[src/mrem_pkg.sv]
package mrem_pkg;

    localparam int ADDR_W = 20;

    // register byte addresses
    localparam logic [19:0] OFF_NOTIFY_PERMIT  = 20'h1b934;
    localparam logic [19:0] OFF_CMD_RECEIVED   = 20'h1b93c;
    localparam logic [19:0] OFF_CMD_IRQ_MASK   = 20'h1b940;
    localparam logic [19:0] OFF_CAPTURE_MASK   = 20'h1b944;
    localparam logic [19:0] OFF_TRIGGER_CTL    = 20'h1b948;
    localparam logic [19:0] OFF_SEND_REQUEST   = 20'h1b94c;
    localparam logic [19:0] OFF_PORT_RECEIVED  = 20'h1b950;
    localparam logic [19:0] OFF_EVENT_INJECT   = 20'h1b95c;
    localparam logic [19:0] OFF_RST_RECEIVED   = 20'h1b960;
    localparam logic [19:0] OFF_RST_IRQ_MASK   = 20'h1b968;
    localparam logic [19:0] OFF_RST_NOTIFY     = 20'h1b970;
    localparam logic [19:0] OFF_GROUP_HEADER   = 20'h1ba00;
    // top-level enables and summary
    localparam logic [19:0] OFF_EVT_IRQ_ENABLE = 20'h1b914;
    localparam logic [19:0] OFF_DEV_IRQ_ENABLE = 20'h1b930;
    localparam logic [19:0] OFF_EVT_SUMMARY    = 20'h1b910;

    // field positions
    localparam int BIT_SEND      = 8;
    localparam int BIT_TRIG_STAT = 8;
    localparam int BIT_MCAST_EN  = 26;
    localparam int BIT_RST_SUM   = 27;
    localparam int BIT_DEV_IRQ   = 0;
    localparam int BIT_PERMIT    = 0;

    // reset values
    localparam logic       PERMIT_RST   = 1'h1;
    localparam logic [7:0] CMD_MASK_RST = 8'h01;

    // group header fields
    localparam logic [15:0] NEXT_GROUP_POINTER = 16'h010d;
    localparam logic [3:0]  GROUP_REVISION     = 4'h0;
    localparam logic [11:0] GROUP_KIND         = 12'h000;

    typedef struct packed {
        logic              wr;
        logic              rd;
        logic [ADDR_W-1:0] addr;
        logic [31:0]       wdata;
    } mrem_bus_t;

endpackage

[src/mrem_event_manager.sv]
// Operation
// [RL1] no port-write leaves while the device-wide permit bit is clear; resets set
// [RL2] received multicast commands set status bit by value; write one clears; triggers excluded
// [RL3] multicast interrupt request when received command's mask bit set; mask resets 0x01
// [RL4] capture output edges on received or software-requested enabled command
// [RL5] capture lines toggle, only while capture mask bit set; mask resets zero
// [RL6] trigger pin edge sets trigger status bit 15..8; write one clears
// [RL7] enabled trigger pin edge requests matching multicast on every port
// [RL8] software selects commands, writes send bit 8; one request carries every selected command
// [RL9] port bit set on any multicast received on that port; write one clears
// [RL10] port received status drives nothing else
// [RL11] writing one to event generate bit sets matching command status bit
// [RL12] handling ports set reset request status bit on reset symbol; write one clears
// [RL13] reset request interrupts only for ports with interrupt enable set; resets zero
// [RL14] reset request port-writes only for ports with notify enable set; resets zero
// [RL15] read-only group header: next pointer, 4-bit revision, 12-bit kind
// [RL16] multicast interrupt reaches top only with enable bit 26 set
// [RL17] device interrupt line only while device enable bit 0 set
// [RL18] any reset request sets summary bit 27
// [RL19] trigger edges found by comparing the live pins with the registered previous sample
// [RL20] send bit reads zero once requests handed to ports
`timescale 1ns/1ps
`default_nettype none
module mrem_event_manager #(
    parameter int PORTS = 4,
    parameter int CMDS  = 8
) (
    // clock and reset
    input  wire logic             mclk,
    input  wire logic             rst,
    // register port
    input  wire mrem_pkg::mrem_bus_t bus,
    output logic [31:0]           rdata,
    // received multicast symbols, one pulse per symbol
    input  wire logic [PORTS-1:0] mcast_rx_valid,
    input  wire logic [PORTS*3-1:0] mcast_rx_cmd,
    // reset symbols per port, and which ports handle them
    input  wire logic [PORTS-1:0] reset_symbol_rx,
    input  wire logic [PORTS-1:0] reset_handling_en,
    // trigger pins
    input  wire logic [CMDS-1:0]  mcast_trigger_in,
    // send request to every port
    output logic [CMDS-1:0]       mcast_send_cmds,
    output logic                  mcast_send_valid,
    // capture outputs
    output logic [CMDS-1:0]       mcast_capture_out,
    // interrupt and notification
    output logic                  irq,
    output logic [PORTS-1:0]      reset_notify_req,
    output logic                  reset_symbol_summary
);

    // command decode is three bits wide and the reset status field holds eight ports
    if (PORTS < 1 || PORTS > 8 || CMDS != 8) begin : g_param_check
        $error("mrem_event_manager: unsupported PORTS or CMDS");
    end

    typedef struct packed {
        logic             permit;
        logic [7:0]       cmd_rcvd;
        logic [7:0]       cmd_mask;
        logic [7:0]       cap_mask;
        logic [7:0]       trig_stat;
        logic [7:0]       trig_en;
        logic [7:0]       req_cmd;
        logic             req_send;
        logic [PORTS-1:0] port_rcvd;
        logic [PORTS-1:0] rst_rcvd;
        logic [PORTS-1:0] rst_irq_mask;
        logic [PORTS-1:0] rst_notify;
        logic             evt_mcast_en;
        logic             dev_irq_en;
        logic [7:0]       trig_prev;
        logic             trig_primed;
        logic [7:0]       send_cmds;
        logic             send_valid;
        logic [7:0]       cap_out;
        logic             irq;
        logic [PORTS-1:0] notify;
        logic             rst_sum;
        logic [31:0]      rdata;
    } mrem_state_t;

    mrem_state_t st_reg;
    mrem_state_t st_next;

    logic [7:0]       rx_cmds;
    logic [PORTS-1:0] rx_ports;
    logic [7:0]       trig_edge;
    logic [7:0]       sw_req;
    logic [7:0]       w1c8;
    logic [PORTS-1:0] w1cp;
    logic             mcast_irq;
    logic             rst_irq;

    // decode each port's command into a one-hot set
    always_comb begin
        rx_cmds  = '0;
        rx_ports = '0;
        for (int p = 0; p < PORTS; p++) begin
            if (mcast_rx_valid[p]) begin
                rx_cmds[mcast_rx_cmd[p*3 +: 3]] = 1'b1;
                rx_ports[p] = 1'b1;
            end
        end
    end

    always_comb begin
        st_next = st_reg;
        // pins taken as synchronous; one register stage gives the previous sample
        // no previous sample in the first cycle out of reset; pins idling high would
        // otherwise show a false edge there
        trig_edge = st_reg.trig_primed ? (mcast_trigger_in ^ st_reg.trig_prev) : 8'h00; // RL19
        st_next.trig_prev = mcast_trigger_in; // RL19
        st_next.trig_primed = 1'b1;
        sw_req = st_reg.req_send ? st_reg.req_cmd : 8'h00; // RL8
        w1c8 = '0;
        w1cp = '0;

        st_next.req_send   = 1'b0; // RL20
        st_next.send_valid = 1'b0;
        st_next.send_cmds  = '0;
        if (st_reg.req_send || |(trig_edge & st_reg.trig_en)) begin
            st_next.send_valid = 1'b1;
            st_next.send_cmds  = sw_req | (trig_edge & st_reg.trig_en); // RL7 RL8
        end

        // capture lines flip level only while enabled
        st_next.cap_out = st_reg.cap_out ^ ((rx_cmds | sw_req) & st_reg.cap_mask); // RL4 RL5

        if (bus.wr) begin
            unique case (bus.addr)
                mrem_pkg::OFF_NOTIFY_PERMIT:  st_next.permit = bus.wdata[mrem_pkg::BIT_PERMIT];
                mrem_pkg::OFF_CMD_RECEIVED:   w1c8 = bus.wdata[7:0];
                mrem_pkg::OFF_CMD_IRQ_MASK:   st_next.cmd_mask = bus.wdata[7:0];
                mrem_pkg::OFF_CAPTURE_MASK:   st_next.cap_mask = bus.wdata[7:0];
                mrem_pkg::OFF_TRIGGER_CTL: begin
                    st_next.trig_en = bus.wdata[7:0];
                    st_next.trig_stat = st_reg.trig_stat
                        & ~bus.wdata[mrem_pkg::BIT_TRIG_STAT +: 8]; // RL6
                end
                mrem_pkg::OFF_SEND_REQUEST: begin
                    st_next.req_cmd = bus.wdata[7:0];
                    if (bus.wdata[mrem_pkg::BIT_SEND])
                        st_next.req_send = 1'b1; // RL8
                end
                mrem_pkg::OFF_PORT_RECEIVED:  w1cp = bus.wdata[PORTS-1:0]; // RL9
                mrem_pkg::OFF_EVENT_INJECT:   st_next.cmd_rcvd = st_reg.cmd_rcvd | bus.wdata[7:0]; // RL11
                mrem_pkg::OFF_RST_RECEIVED:   st_next.rst_rcvd = st_reg.rst_rcvd & ~bus.wdata[PORTS-1:0]; // RL12
                mrem_pkg::OFF_RST_IRQ_MASK:   st_next.rst_irq_mask = bus.wdata[PORTS-1:0];
                mrem_pkg::OFF_RST_NOTIFY:     st_next.rst_notify = bus.wdata[PORTS-1:0];
                mrem_pkg::OFF_EVT_IRQ_ENABLE: st_next.evt_mcast_en = bus.wdata[mrem_pkg::BIT_MCAST_EN];
                mrem_pkg::OFF_DEV_IRQ_ENABLE: st_next.dev_irq_en = bus.wdata[mrem_pkg::BIT_DEV_IRQ];
                default: ;
            endcase
        end

        // set beats clear in the same cycle; trigger pins never reach cmd_rcvd
        st_next.cmd_rcvd  = (st_next.cmd_rcvd & ~w1c8) | rx_cmds; // RL2
        st_next.port_rcvd = (st_reg.port_rcvd & ~w1cp) | rx_ports; // RL9
        st_next.trig_stat = st_next.trig_stat | trig_edge; // RL6
        st_next.rst_rcvd  = st_next.rst_rcvd | (reset_symbol_rx & reset_handling_en); // RL12

        // port_rcvd feeds no interrupt or notification path
        mcast_irq = |(st_reg.cmd_rcvd & st_reg.cmd_mask) && st_reg.evt_mcast_en; // RL3 RL10 RL16
        rst_irq   = |(st_reg.rst_rcvd & st_reg.rst_irq_mask); // RL13
        st_next.irq     = st_reg.dev_irq_en && (mcast_irq || rst_irq); // RL17
        st_next.notify  = st_reg.permit ? (st_reg.rst_rcvd & st_reg.rst_notify) : '0; // RL1 RL14
        st_next.rst_sum = |st_reg.rst_rcvd; // RL18

        st_next.rdata = '0;
        if (bus.rd) begin
            unique case (bus.addr)
                mrem_pkg::OFF_NOTIFY_PERMIT:  st_next.rdata[mrem_pkg::BIT_PERMIT] = st_reg.permit;
                mrem_pkg::OFF_CMD_RECEIVED:   st_next.rdata[7:0] = st_reg.cmd_rcvd;
                mrem_pkg::OFF_CMD_IRQ_MASK:   st_next.rdata[7:0] = st_reg.cmd_mask;
                mrem_pkg::OFF_CAPTURE_MASK:   st_next.rdata[7:0] = st_reg.cap_mask;
                mrem_pkg::OFF_TRIGGER_CTL:    st_next.rdata[15:0] = {st_reg.trig_stat, st_reg.trig_en};
                mrem_pkg::OFF_SEND_REQUEST: begin
                    st_next.rdata[7:0] = st_reg.req_cmd;
                    st_next.rdata[mrem_pkg::BIT_SEND] = st_reg.req_send; // RL20
                end
                mrem_pkg::OFF_PORT_RECEIVED:  st_next.rdata[PORTS-1:0] = st_reg.port_rcvd;
                mrem_pkg::OFF_RST_RECEIVED:   st_next.rdata[PORTS-1:0] = st_reg.rst_rcvd;
                mrem_pkg::OFF_RST_IRQ_MASK:   st_next.rdata[PORTS-1:0] = st_reg.rst_irq_mask;
                mrem_pkg::OFF_RST_NOTIFY:     st_next.rdata[PORTS-1:0] = st_reg.rst_notify;
                mrem_pkg::OFF_EVT_IRQ_ENABLE: st_next.rdata[mrem_pkg::BIT_MCAST_EN] = st_reg.evt_mcast_en;
                mrem_pkg::OFF_DEV_IRQ_ENABLE: st_next.rdata[mrem_pkg::BIT_DEV_IRQ] = st_reg.dev_irq_en;
                mrem_pkg::OFF_EVT_SUMMARY: begin
                    st_next.rdata[mrem_pkg::BIT_RST_SUM]  = |st_reg.rst_rcvd; // RL18
                    st_next.rdata[mrem_pkg::BIT_MCAST_EN] = mcast_irq;
                end
                mrem_pkg::OFF_GROUP_HEADER:   st_next.rdata = {mrem_pkg::NEXT_GROUP_POINTER,
                    mrem_pkg::GROUP_REVISION, mrem_pkg::GROUP_KIND}; // RL15
                default: ;
            endcase
        end
    end

    always_ff @(posedge mclk or posedge rst) begin
        if (rst) begin
            st_reg              <= '0;
            st_reg.permit       <= mrem_pkg::PERMIT_RST; // RL1
            st_reg.cmd_mask     <= mrem_pkg::CMD_MASK_RST; // RL3
        end else begin
            st_reg <= st_next;
        end
    end

    assign rdata                = st_reg.rdata;
    assign mcast_send_cmds      = st_reg.send_cmds;
    assign mcast_send_valid     = st_reg.send_valid;
    assign mcast_capture_out    = st_reg.cap_out;
    assign irq                  = st_reg.irq;
    assign reset_notify_req     = st_reg.notify;
    assign reset_symbol_summary = st_reg.rst_sum;

endmodule
`default_nettype wire

[config.mk]
export PLATFORM = sky130hd
export DESIGN_NAME = mrem_event_manager
export DESIGN_NICKNAME = d
export VERILOG_FILES = /design/src/mrem_pkg.sv /design/src/mrem_event_manager.sv
export SDC_FILE = /design/constraint.sdc
export NUM_CORES = 1
export LEC_CHECK = 0
export CORE_MARGIN = 2
export CORE_UTILIZATION = 64
export CTS_CLUSTER_DIAMETER = 60
export CTS_CLUSTER_SIZE = 25
export DETAILED_ROUTE_END_ITERATION = 10
export DONT_BUFFER_PORTS = 1
export PLACE_DENSITY = 0.8
export SKIP_CTS_REPAIR_TIMING = 1
export SLEW_MARGIN = 20
export SYNTH_ARGS = -nofsm -noshare
export SYNTH_HDL_FRONTEND = slang
export SYNTH_SLANG_ARGS = --single-unit
[constraint.sdc]
create_clock -name mclk -period 4.4 [get_ports mclk]
set_input_delay 0 -clock mclk [delete_from_list [all_inputs] [get_ports mclk]]
set_output_delay 0 -clock mclk [all_outputs]
set_load 0.005 [all_outputs]
==> flow_metrics.py, run 1 <==
metrics = {
    "hold_path": {
        "whs_path_depth": 3,
        "hold_class": "primary input to register",
        "hold-path-endpoint": "rdata[0]",
        "hold_path_startpoint": "bus[39]",
    },
    "timing": {
        "maxSlewHeadroom": 0.2439,
        "fin_hold_ws_ps": -40.68,
        "grt_setup_unrepaired": "false",
        "period_minus_slack_ps": 2522,
        "slew_violations": 0,
        "worst-slew-pin-transition_ps": 1130,
        "final_min_period_over_clock_period": 0.5732,
        "setup_viol_count_final": 0,
        "max_clock_freq_mhz": 396.5,
        "finalSetupTns_ps": 0,
        "clock_skew_ps": 9.577,
        "final_critical_path_setup_slack_ps": 1878,
        "timing.final.hold_violations": 4,
    },
    "logic_synthesis": {
        "edff_count_synth": 0,
        "post_synth_most_frequent_cells": "117 x sky130_fd_sc_hd__dfrtp_1, 52 x sky130_fd_sc_hd__buf_4, 46 x sky130_fd_sc_hd__mux2_2",
        "synth.largest_area_cell": "sky130_fd_sc_hd__dfrtp_1",
        "most_used_standard_cell_by_instance_count_after_synthesis": "sky130_fd_sc_hd__dfrtp_1",
        "syn_avg_cell_area_sq_um": 10.95,
        "synth_area_sq_um": 6076,
        "ys_warn_count": 0,
        "netlist.area_leader.share": 0.4819,
        "postSynthRegisterBits": 119,
        "postSynth.asyncResetShare": 1.000,
        "synth.top_cells.by_area": "sky130_fd_sc_hd__dfrtp_1 48%, sky130_fd_sc_hd__mux2_2 8.5%, sky130_fd_sc_hd__buf_4 6.4%, sky130_fd_sc_hd__a22oi_1 3.2%, sky130_fd_sc_hd__nand2_1 2.4%",
        "synthCells": 555,
        "postSynth.topFlopCell": "sky130_fd_sc_hd__dfrtp_1",
        "seq_area_frac_synth": 0.4905,
        "netlist-cell-type-count": 65,
    },
    "global_routing": {
        "antenna_found_initial": 0,
        "grt.met3_usage": 0.09800,
        "grt_pass1_wl_mm": 23.29,
        "globalRouteTotalUtil": 0.3014,
        "grt_max_degree": 94,
        "gr-max-usage-layer": "met2",
        "groute.layer.met2.usage": 0.4636,
        "gr-usage-met1": 0.4063,
        "grt_pass1_vias": 4409,
        "overflow": 0,
    },
    "setup_path": {
        "cp-end-kind": "register",
        "crit-reg2reg-launch": "st_reg[82]",
        "critPathLaunchType": "primary input",
        "worst-r2r-setup-slack_ps": 2880,
        "worst-r2r-cell-count": 3,
        "cp_max_fo": 12,
        "timing.critical_path.mode_cell": "sky130_fd_sc_hd__dlygate4sd3_1",
        "critPathRequiredTime_ps": 4810,
        "critPathKind": "primary input to register",
        "regToRegEndpoint": "mcast_capture_out[1]",
        "crit_path_max_incr_delay_ps": 750,
        "critical-path-slowest-cell": "sky130_fd_sc_hd__dlygate4sd3_1",
        "timing.critical_path.arrival_ps": 2930,
        "cp_cell_sequence": "dlygate4sd3_1 -> or4b_4 -> nor2_1 -> and3_1 -> nand3_1 -> a22o_1 -> dlygate4sd3_1",
    },
    "outcome": {
        "run_status": "finished with violations",
        "violations_in_the_final_reports": "hold timing",
    },
    "cts": {
        "cts_root_buf": "sky130_fd_sc_hd__clkbuf_8",
        "numCtsBuffers": 17,
        "clk_latency_ps": 530,
        "cts_tree": "done",
        "cts.path.max_buffers": 2,
        "path_clk_slew_ps": 60,
        "cts_sinks": 119,
        "htreeDepth": 4,
    },
    "drt": {
        "detail_route.vias_per_cell": 6.596,
        "detail_route.drc_violations": 0,
        "detailedRoute.firstPassIterationCount": 6,
        "dr.first_iter.drc_count": 503,
        "routed_wirelength_mm": 16.46,
        "wl_per_cell_microns": 22.61,
        "postRouteAntennaNets": 0,
        "dr_total_vias": 4802,
    },
    "power_and_ir_drop": {
        "p_leak_nw": 3.152,
        "power.ir.vdd_worst_uv": 227.2,
        "power-per-cell-area_nw_per_um2": 370.7,
    },
    "finish": {
        "layout.filler_cells": 539,
        "antenna_diode_count": 0,
        "post-route-cell-area_sq_um": 7137,
        "post_route_cells_drive_above_1_share": 0.1569,
        "finalNetCount": 674,
        "number_of_flip_flops_in_the_largest_register": 77,
        "area_delta_synth_final_pct": 17.46,
    },
    "place": {
        "place_worst_setup_slack_ps": 2127,
        "detailedPlacementHpwl_mm": 10.29,
        "detailed_place.area_sq_um": 5764,
        "io_buffer_count": 0,
        "place.gp.congestion": 0.9507,
    },
    "floorplan": {
        "dieHeight_microns": 101.4,
        "initial_core_util": 0.6575,
        "die_width_microns": 101.4,
        "row_count": 35,
        "io-pin-count": 143,
        "fp.coreArea_sq_um": 9240,
        "die_area_sq_um": 10290,
    },
    "run": {
        "max-cap-violations": 0,
    },
}
critical path: cells and delay by family:
family / cells / cell delay [ps]
and+or+nand+nor: 4 / 1360
buffers and inverters: 2 / 1300
AOI/OAI and AO/OA: 1 / 260
cell usage in the layout (no fill, tap or decap), types with 3 or more instances in the layout:
cell,synthesis,final
sky130_fd_sc_hd__conb_1,2,11
sky130_fd_sc_hd__mux2i_1,4,4
sky130_fd_sc_hd__o22ai_1,10,10
sky130_fd_sc_hd__xor2_1,13,13
sky130_fd_sc_hd__a31o_2,3,3
sky130_fd_sc_hd__nand2_1,39,39
sky130_fd_sc_hd__nor2b_1,9,9
sky130_fd_sc_hd__nor2_1,15,15
sky130_fd_sc_hd__and2_1,6,6
sky130_fd_sc_hd__dlygate4sd3_1,0,79
sky130_fd_sc_hd__nand4_1,8,8
sky130_fd_sc_hd__nor3_1,7,7
sky130_fd_sc_hd__a22o_1,13,13
sky130_fd_sc_hd__a21o_1,5,5
sky130_fd_sc_hd__inv_6,0,7
sky130_fd_sc_hd__nor4_1,7,7
sky130_fd_sc_hd__a31oi_1,5,5
sky130_fd_sc_hd__clkbuf_16,0,16
sky130_fd_sc_hd__mux2_2,46,46
sky130_fd_sc_hd__a22oi_1,26,26
sky130_fd_sc_hd__a21boi_0,6,6
sky130_fd_sc_hd__nand3_1,26,26
sky130_fd_sc_hd__a311oi_1,4,4
sky130_fd_sc_hd__mux2_1,3,3
sky130_fd_sc_hd__a21oi_1,12,12
sky130_fd_sc_hd__dfrtp_1,117,117
sky130_fd_sc_hd__o21ai_0,10,10
sky130_fd_sc_hd__and3_1,22,22
sky130_fd_sc_hd__xnor2_1,3,3
sky130_fd_sc_hd__nand2b_1,12,12
how the worst max path moves through the flow:
stage	from	to	slack, ps	cells after the start
6_report	bus[35]	st_reg[75]	1880	7
5_1_grt	bus[35]	st_reg[75]	1850	7
4_1_cts	bus[46]	st_reg[94]	2650	4
3_5_place_dp	bus[46]	st_reg[95]	2130	4
3_3_place_gp	bus[33]	st_reg[94]	2170	4
2_1_floorplan	rst	irq	1250	1
area by class of cell:
type,count,area [sq um],share of cell area
flip-flops and latches,119,2980,0.4176
multi-input cells,366,2605,0.3650
repair buffers,80,798.3,0.1119
clock buffers,18,417.9,0.05856
clock inverters,14,161.4,0.02262
well taps,129,161.4,0.02262
inverters,2,12.51,0.001753
report_power, final:
part	internal [mW]	switching, mW	leakage (nW)
clock network	0.820	0.529	0.279
logic	0.0761	0.0990	1.35
registers	1.11	0.0150	1.52
total	2.00	0.643	3.15
metrics by stage:
step / power [mW] / utilization / cells
2_1_floorplan: 1.233 / - / 564
3_3_place_gp: 1.231 / 0.6238 / 617
3_5_place_dp: 1.235 / 0.6238 / 617
4_1_cts: 2.575 / 0.6865 / 649
5_1_grt: 2.736 / 0.7724 / 728
6_report: 2.646 / 0.7724 / 728
kinds of logic after synthesis:
| family | count (synthesis) | synth area share |
|---|---|---|
| multiplexers | 53 | 0.09741 |
| flip-flops | 119 | 0.4905 |
| other | 2 | 0.001236 |
| XOR/XNOR | 16 | 0.02307 |
| buffers and inverters | 79 | 0.08628 |
| AND/OR/NAND/NOR | 175 | 0.1695 |
| AO/OA/AOI/OAI | 111 | 0.1320 |
metal layers:
metal | vias to the layer above | part of all wire
met5 | - | 0
met4 | 0 | 0.020
met3 | 39 | 0.10
met2 | 320 | 0.48
met1 | 2379 | 0.40
li1 | 2064 | -
Note: power is estimated with default switching activity, not from simulation.
==> inputs of run 2 (changes only) <==
CORE_UTILIZATION = 58   (was 64)
PLACE_DENSITY = 0.76   (was 0.8)
clock period = 2.2 ns   (was 4.4 ns; I/O delays follow)
==> run 2 against run 1 <==
The run now ends clean. Largest cell class unchanged. Global-route usage fell by 1.9 points. Sequential power rose by 100%. Critical endpoint is now rdata[0]. Core utilization fell by 6.3 points. Routed wire length rose by 2.0%. Critical path depth fell by 1. Die area rose by 9.9%. Combinational power rose by 110%. Power rose by 97%. First-iteration DRC count fell by 16%. Clock power rose by 93%. Non-clock buffer count rose by 15.
==> flow_metrics.py, run 2 (synthesis results as in run 1) <==
metrics = {
    "timing": {
        "setup_viol_count_final": 0,
        "clock_skew_ps": 11.13,
        "max_clock_freq_mhz": 467.6,
        "timing.final.hold_violations": 0,
        "period_minus_slack_ps": 2139,
        "fin_hold_ws_ps": 8.792,
        "worst-slew-pin-transition_ps": 768.3,
        "final_min_period_over_clock_period": 0.9721,
        "slew_violations": 0,
        "maxSlewHeadroom": 0.4878,
    },
    "cts": {
        "path_clk_slew_ps": 50,
        "cts_root_buf": "sky130_fd_sc_hd__clkbuf_8",
        "htreeDepth": 4,
        "cts.path.max_buffers": 2,
        "clk_latency_ps": 530,
        "cts_sinks": 119,
        "numCtsBuffers": 17,
        "cts_tree": "done",
    },
    "setup_path": {
        "critPathKind": "primary input to register",
        "timing.critical_path.arrival_ps": 2520,
        "cp-end-kind": "register",
        "critPathRequiredTime_ps": 2580,
        "critPathLaunchType": "primary input",
        "worst-r2r-setup-slack_ps": 360,
        "critical-path-slowest-cell": "sky130_fd_sc_hd__dlygate4sd3_1",
        "crit_path_max_incr_delay_ps": 740,
        "cp_cell_sequence": "dlygate4sd3_1 -> or4b_4 -> nor4_1 -> a31oi_1 -> a31o_2 -> a311oi_1",
        "cp_max_fo": 11,
    },
    "hold_path": {
        "hold_class": "primary input to register",
    },
    "floorplan": {
        "row_count": 37,
        "dieHeight_microns": 106.4,
        "io-pin-count": 143,
        "die_width_microns": 106.4,
        "die_area_sq_um": 11310,
        "initial_core_util": 0.5939,
        "fp.coreArea_sq_um": 10230,
    },
    "global_routing": {
        "overflow": 0,
        "globalRouteTotalUtil": 0.2823,
        "grt_max_degree": 63,
        "grt_pass1_wl_mm": 24.01,
        "grt_pass1_vias": 4405,
        "antenna_found_initial": 1,
    },
    "drt": {
        "postRouteAntennaNets": 0,
        "detail_route.vias_per_cell": 6.422,
        "dr.first_iter.drc_count": 425,
        "detailedRoute.firstPassIterationCount": 6,
        "wl_per_cell_microns": 22.37,
        "dr_total_vias": 4823,
        "routed_wirelength_mm": 16.80,
        "detail_route.drc_violations": 0,
    },
    "place": {
        "io_buffer_count": 0,
        "dpl.cell_count": 633,
        "detailed_place.area_sq_um": 5842,
        "place.gp.congestion": 0.9552,
        "detailedPlacementHpwl_mm": 10.77,
    },
    "finish": {
        "most-common-layout-cells": "117 x sky130_fd_sc_hd__dfrtp_1, 84 x sky130_fd_sc_hd__dlygate4sd3_1, 46 x sky130_fd_sc_hd__mux2_2",
        "number_of_flip_flops_in_the_largest_register": 77,
        "finalNonFillerCells": 751,
        "finalNetCount": 689,
        "area_delta_synth_final_pct": 19.52,
        "layout.cells.most_common": "sky130_fd_sc_hd__dfrtp_1",
        "post_route_cells_drive_above_1_share": 0.1645,
        "layout.filler_cells": 691,
        "post-route-cell-area_sq_um": 7262,
    },
    "outcome": {
        "run_status": "complete, no violations",
    },
    "run": {
        "max-cap-violations": 0,
    },
    "power_and_ir_drop": {
        "p_leak_nw": 3.238,
        "power.ir.vdd_worst_uv": 553.8,
        "power-per-cell-area_nw_per_um2": 719.5,
    },
}
[run 2: cell count changes in the layout (fill, tap and decap cells not counted), sizes merged]
cell and delta:
clkinvlp +1, diode +1, dlygate4sd3 +5, clkinv +2
buf +10, inv -8, clkbuf +5
[run 2: area by class of cell]
| type | count | area [sq um] | share of cell area |
|---|---|---|---|
| Tap cell | 136 | 170.2 | 0.02343 |
| Clock buffer | 23 | 456.7 | 0.06289 |
| Antenna cell | 1 | 2.502 | 0.0003446 |
| Timing Repair Buffer | 95 | 935.9 | 0.1289 |
| Clock inverter | 9 | 100.1 | 0.01378 |
| Sequential cell | 119 | 2980 | 0.4104 |
| Multi-Input combinational cell | 366 | 2605 | 0.3587 |
| Inverter | 2 | 11.26 | 0.001551 |
[run 2: path summary, 6_finish.rpt]
path	startpoint	endpoint	cells after the start
setup / recovery	bus[35]	rdata[0]	6
setup reg to reg	st_reg[116]	rdata[26]	5
hold reg to reg	mcast_capture_out[7]	mcast_capture_out[7]	1
max in group asynchronous	rst	st_reg[62]	3
min in group asynchronous	rst	st_reg[65]	3
hold / removal	bus[35]	rdata[0]	4
[run 2: worst max-delay path, delay by kind of cell]
kind                   cells  cell delay (ps)
AND/OR/NAND/NOR            2             1000
AO/OA/AOI/OAI              3              780
buffers and inverters      1              740
[run 2: per-stage QoR]
step	TNS [ps]	setup WS (ps)	power [mW]	utilization
after CTS	0	703.7	5.070	0.6254
after global placement	0	405.0	2.464	0.5710
after floorplan	0	438.6	2.467	-
after global routing	-51.04	-32.74	5.391	0.7098
after detailed placement	0	321.5	2.471	0.5710
final	0	61.43	5.225	0.7098
[run 2: power by group]
part / total, mW / internal (mW) / leakage [nW] / switching (mW)
logic: 0.374 / 0.167 / 1.45 / 0.207
registers: 2.24 / 2.22 / 1.52 / 0.0282
clock network: 2.61 / 1.66 / 0.272 / 0.949
total: 5.22 / 4.04 / 3.24 / 1.18
[run 2: metal layers]
| metal | routed length (microns) | track usage | vias to the layer above |
|---|---|---|---|
| met4 | 287 | 0.09398 | 0 |
| li1 | - | - | 2095 |
| met1 | 7041 | 0.3807 | 2404 |
| met3 | 1588 | 0.1006 | 33 |
| met2 | 7880 | 0.4258 | 291 |
| met5 | 0 | 0 | - |
==> inputs of run 3 (changes only) <==
CORE_MARGIN = 4   (was 2)
CTS_BUF_LIST = sky130_fd_sc_hd__clkbuf_8 sky130_fd_sc_hd__clkbuf_16   (was unset)
==> run 3 against run 2 <==
The run now ends with hold timing left. Non-clock buffer count down 6. Clock-buffer cell count down 3. Clock skew down 5.2 ps. Cell count down 1.3%. Critical path depth unchanged. Sequential cell count unchanged. Sequential share of layout area about the same. Critical path type unchanged. Critical endpoint is now st_reg[65]. Largest cell class unchanged.
==> flow_metrics.py, run 3 (synthesis results as in run 1) <==
metrics = {
    "timing": {
        "slew_violations": 0,
        "period_minus_slack_ps": 2163,
        "final_critical_path_setup_slack_ps": 36.97,
        "worst-slew-pin-transition_ps": 977.4,
        "max_clock_freq_mhz": 462.3,
        "maxSlewHeadroom": 0.3462,
        "grt_setup_unrepaired": "false",
        "fin_hold_ws_ps": -26.22,
        "clock_skew_ps": 5.954,
        "final_min_period_over_clock_period": 0.9832,
        "setup_viol_count_final": 0,
        "finalSetupTns_ps": 0,
        "timing.final.hold_violations": 9,
    },
    "hold_path": {
        "hold_path_startpoint": "mcast_rx_cmd[0]",
        "hold-path-endpoint": "st_reg[126]",
        "hold_class": "primary input to register",
        "whs_path_depth": 4,
    },
    "finish": {
        "area.sequential_sq_um": 2980,
        "layout.cells.most_common": "sky130_fd_sc_hd__dfrtp_1",
        "finalNonFillerCells": 741,
        "area_delta_synth_final_pct": 19.58,
        "multi_input_comb_area_sq_um": 2605,
        "antenna_diode_count": 0,
        "most-common-layout-cells": "117 x sky130_fd_sc_hd__dfrtp_1, 80 x sky130_fd_sc_hd__dlygate4sd3_1, 46 x sky130_fd_sc_hd__mux2_2",
        "final_util": 0.7070,
        "post_route_cells_drive_above_1_share": 0.1636,
        "finalNetCount": 683,
        "number_of_flip_flops_in_the_largest_register": 77,
        "post-route-cell-area_sq_um": 7266,
        "layout.filler_cells": 702,
    },
    "power_and_ir_drop": {
        "netSwitchingFraction": 0.2105,
        "clkPwrFrac": 0.531,
        "internal-power_mw": 4.390,
        "p_leak_nw": 3.241,
        "sequential_group_share_of_total_power": 0.404,
        "finalPower_mw": 5.560,
        "power-per-cell-area_nw_per_um2": 765.3,
        "power.ir.vdd_worst_uv": 474.3,
        "p_comb_frac": 0.065,
        "switching_power_mw": 1.171,
    },
    "setup_path": {
        "critPathLaunchType": "primary input",
        "critPathKind": "primary input to register",
        "cp-end-kind": "register",
        "critPathRequiredTime_ps": 2600,
        "cp_max_fo": 8,
        "crit-reg2reg-launch": "st_reg[129]",
        "worst-r2r-cell-count": 5,
        "regToRegEndpoint": "rdata[26]",
        "worst-r2r-setup-slack_ps": 360,
        "timing.critical_path.arrival_ps": 2560,
    },
    "global_routing": {
        "grt_pass1_wl_mm": 23.96,
        "antenna_found_initial": 0,
        "grt_max_degree": 48,
        "grt_pass1_vias": 4394,
        "globalRouteTotalUtil": 0.2645,
        "overflow": 0,
    },
    "place": {
        "place_worst_setup_slack_ps": 364.4,
        "detailed_place.area_sq_um": 5834,
        "dpl.cell_count": 632,
        "io_buffer_count": 0,
        "detailedPlacementHpwl_mm": 10.99,
        "place.gp.congestion": 0.9675,
    },
    "cts": {
        "cts_root_buf": "sky130_fd_sc_hd__clkbuf_8",
        "path_clk_slew_ps": 50,
        "cts_tree": "done",
        "clk_latency_ps": 520,
        "htreeDepth": 4,
        "numCtsBuffers": 17,
        "cts.path.max_buffers": 2,
        "cts_sinks": 119,
    },
    "floorplan": {
        "die_area_sq_um": 12180,
        "initial_core_util": 0.5912,
        "dieHeight_microns": 110.4,
        "die_width_microns": 110.4,
        "row_count": 37,
        "fp.coreArea_sq_um": 10280,
        "io-pin-count": 143,
    },
    "drt": {
        "wl_met2_mm": 8.203,
        "routed_wirelength_mm": 17.34,
        "detail_route.vias_per_cell": 6.634,
        "postRouteAntennaNets": 0,
        "detailedRoute.firstPassIterationCount": 5,
        "wl_per_cell_microns": 23.40,
        "wl_met1_mm": 6.688,
        "dr.first_iter.drc_count": 623,
        "dr_total_vias": 4916,
        "detail_route.drc_violations": 0,
        "detailed_route_wirelength_on_metal3_mm": 1.946,
        "maxUsedRoutingLayer": "met4",
    },
    "outcome": {
        "violations_in_the_final_reports": "hold timing",
        "run_status": "finished with violations",
    },
    "run": {
        "max-cap-violations": 0,
    },
}
-- run 3: cell count changes in the layout (fill, tap and decap cells not counted), sizes merged --
cell,change
bufinv,+3
clkinvlp,-1
buf,-2
dlygate4sd3,-4
inv,+1
clkinv,-3
diode,-1
clkbuf,-3
-- run 3: power groups by stage --
stage | Clock [mW] | Sequential, mW | Combinational [mW]
CTS | 2.96 | 2.24 | 0.196
global placement | 0 | 2.28 | 0.187
global route | 3.08 | 2.25 | 0.393
detailed placement | 0 | 2.28 | 0.194
finish | 2.95 | 2.25 | 0.360
floorplan | 0 | 2.27 | 0.199
-- run 3: metal layers --
metal | global-route usage | vias up
li1 | - | 2068
met1 | 0.3539 | 2435
met2 | 0.4051 | 352
met3 | 0.09027 | 61
met4 | 0.08883 | 0
met5 | 0 | -
-- run 3: final cells by class --
cell class                 instances  area share
multi-input combinational        366      0.3585
tap                              136     0.02342
sequential                       119      0.4102
clock inverter                     9     0.02411
clock buffer                      20     0.06268
inverter                           2    0.001550
timing repair buffer              89      0.1195
-- run 3: worst max-delay path, cell delays in order --
cell                            delay [ps]
sky130_fd_sc_hd__dlygate4sd3_1         560
sky130_fd_sc_hd__nor2b_1               430
sky130_fd_sc_hd__nand3_1               150
sky130_fd_sc_hd__or4_1                 530
sky130_fd_sc_hd__mux2_1                330
sky130_fd_sc_hd__dlygate4sd3_1         560
-- run 3: how the worst max path moves through the flow --
stage                       end        from  depth (start not counted)
finish               st_reg[65]     bus[35]                          6
global placement     st_reg[97]     bus[37]                          5
global route         st_reg[76]     bus[41]                          7
floorplan            st_reg[91]     bus[39]                          7
detailed placement  st_reg[126]     bus[33]                          5
CTS                    rdata[0]  st_reg[70]                          5
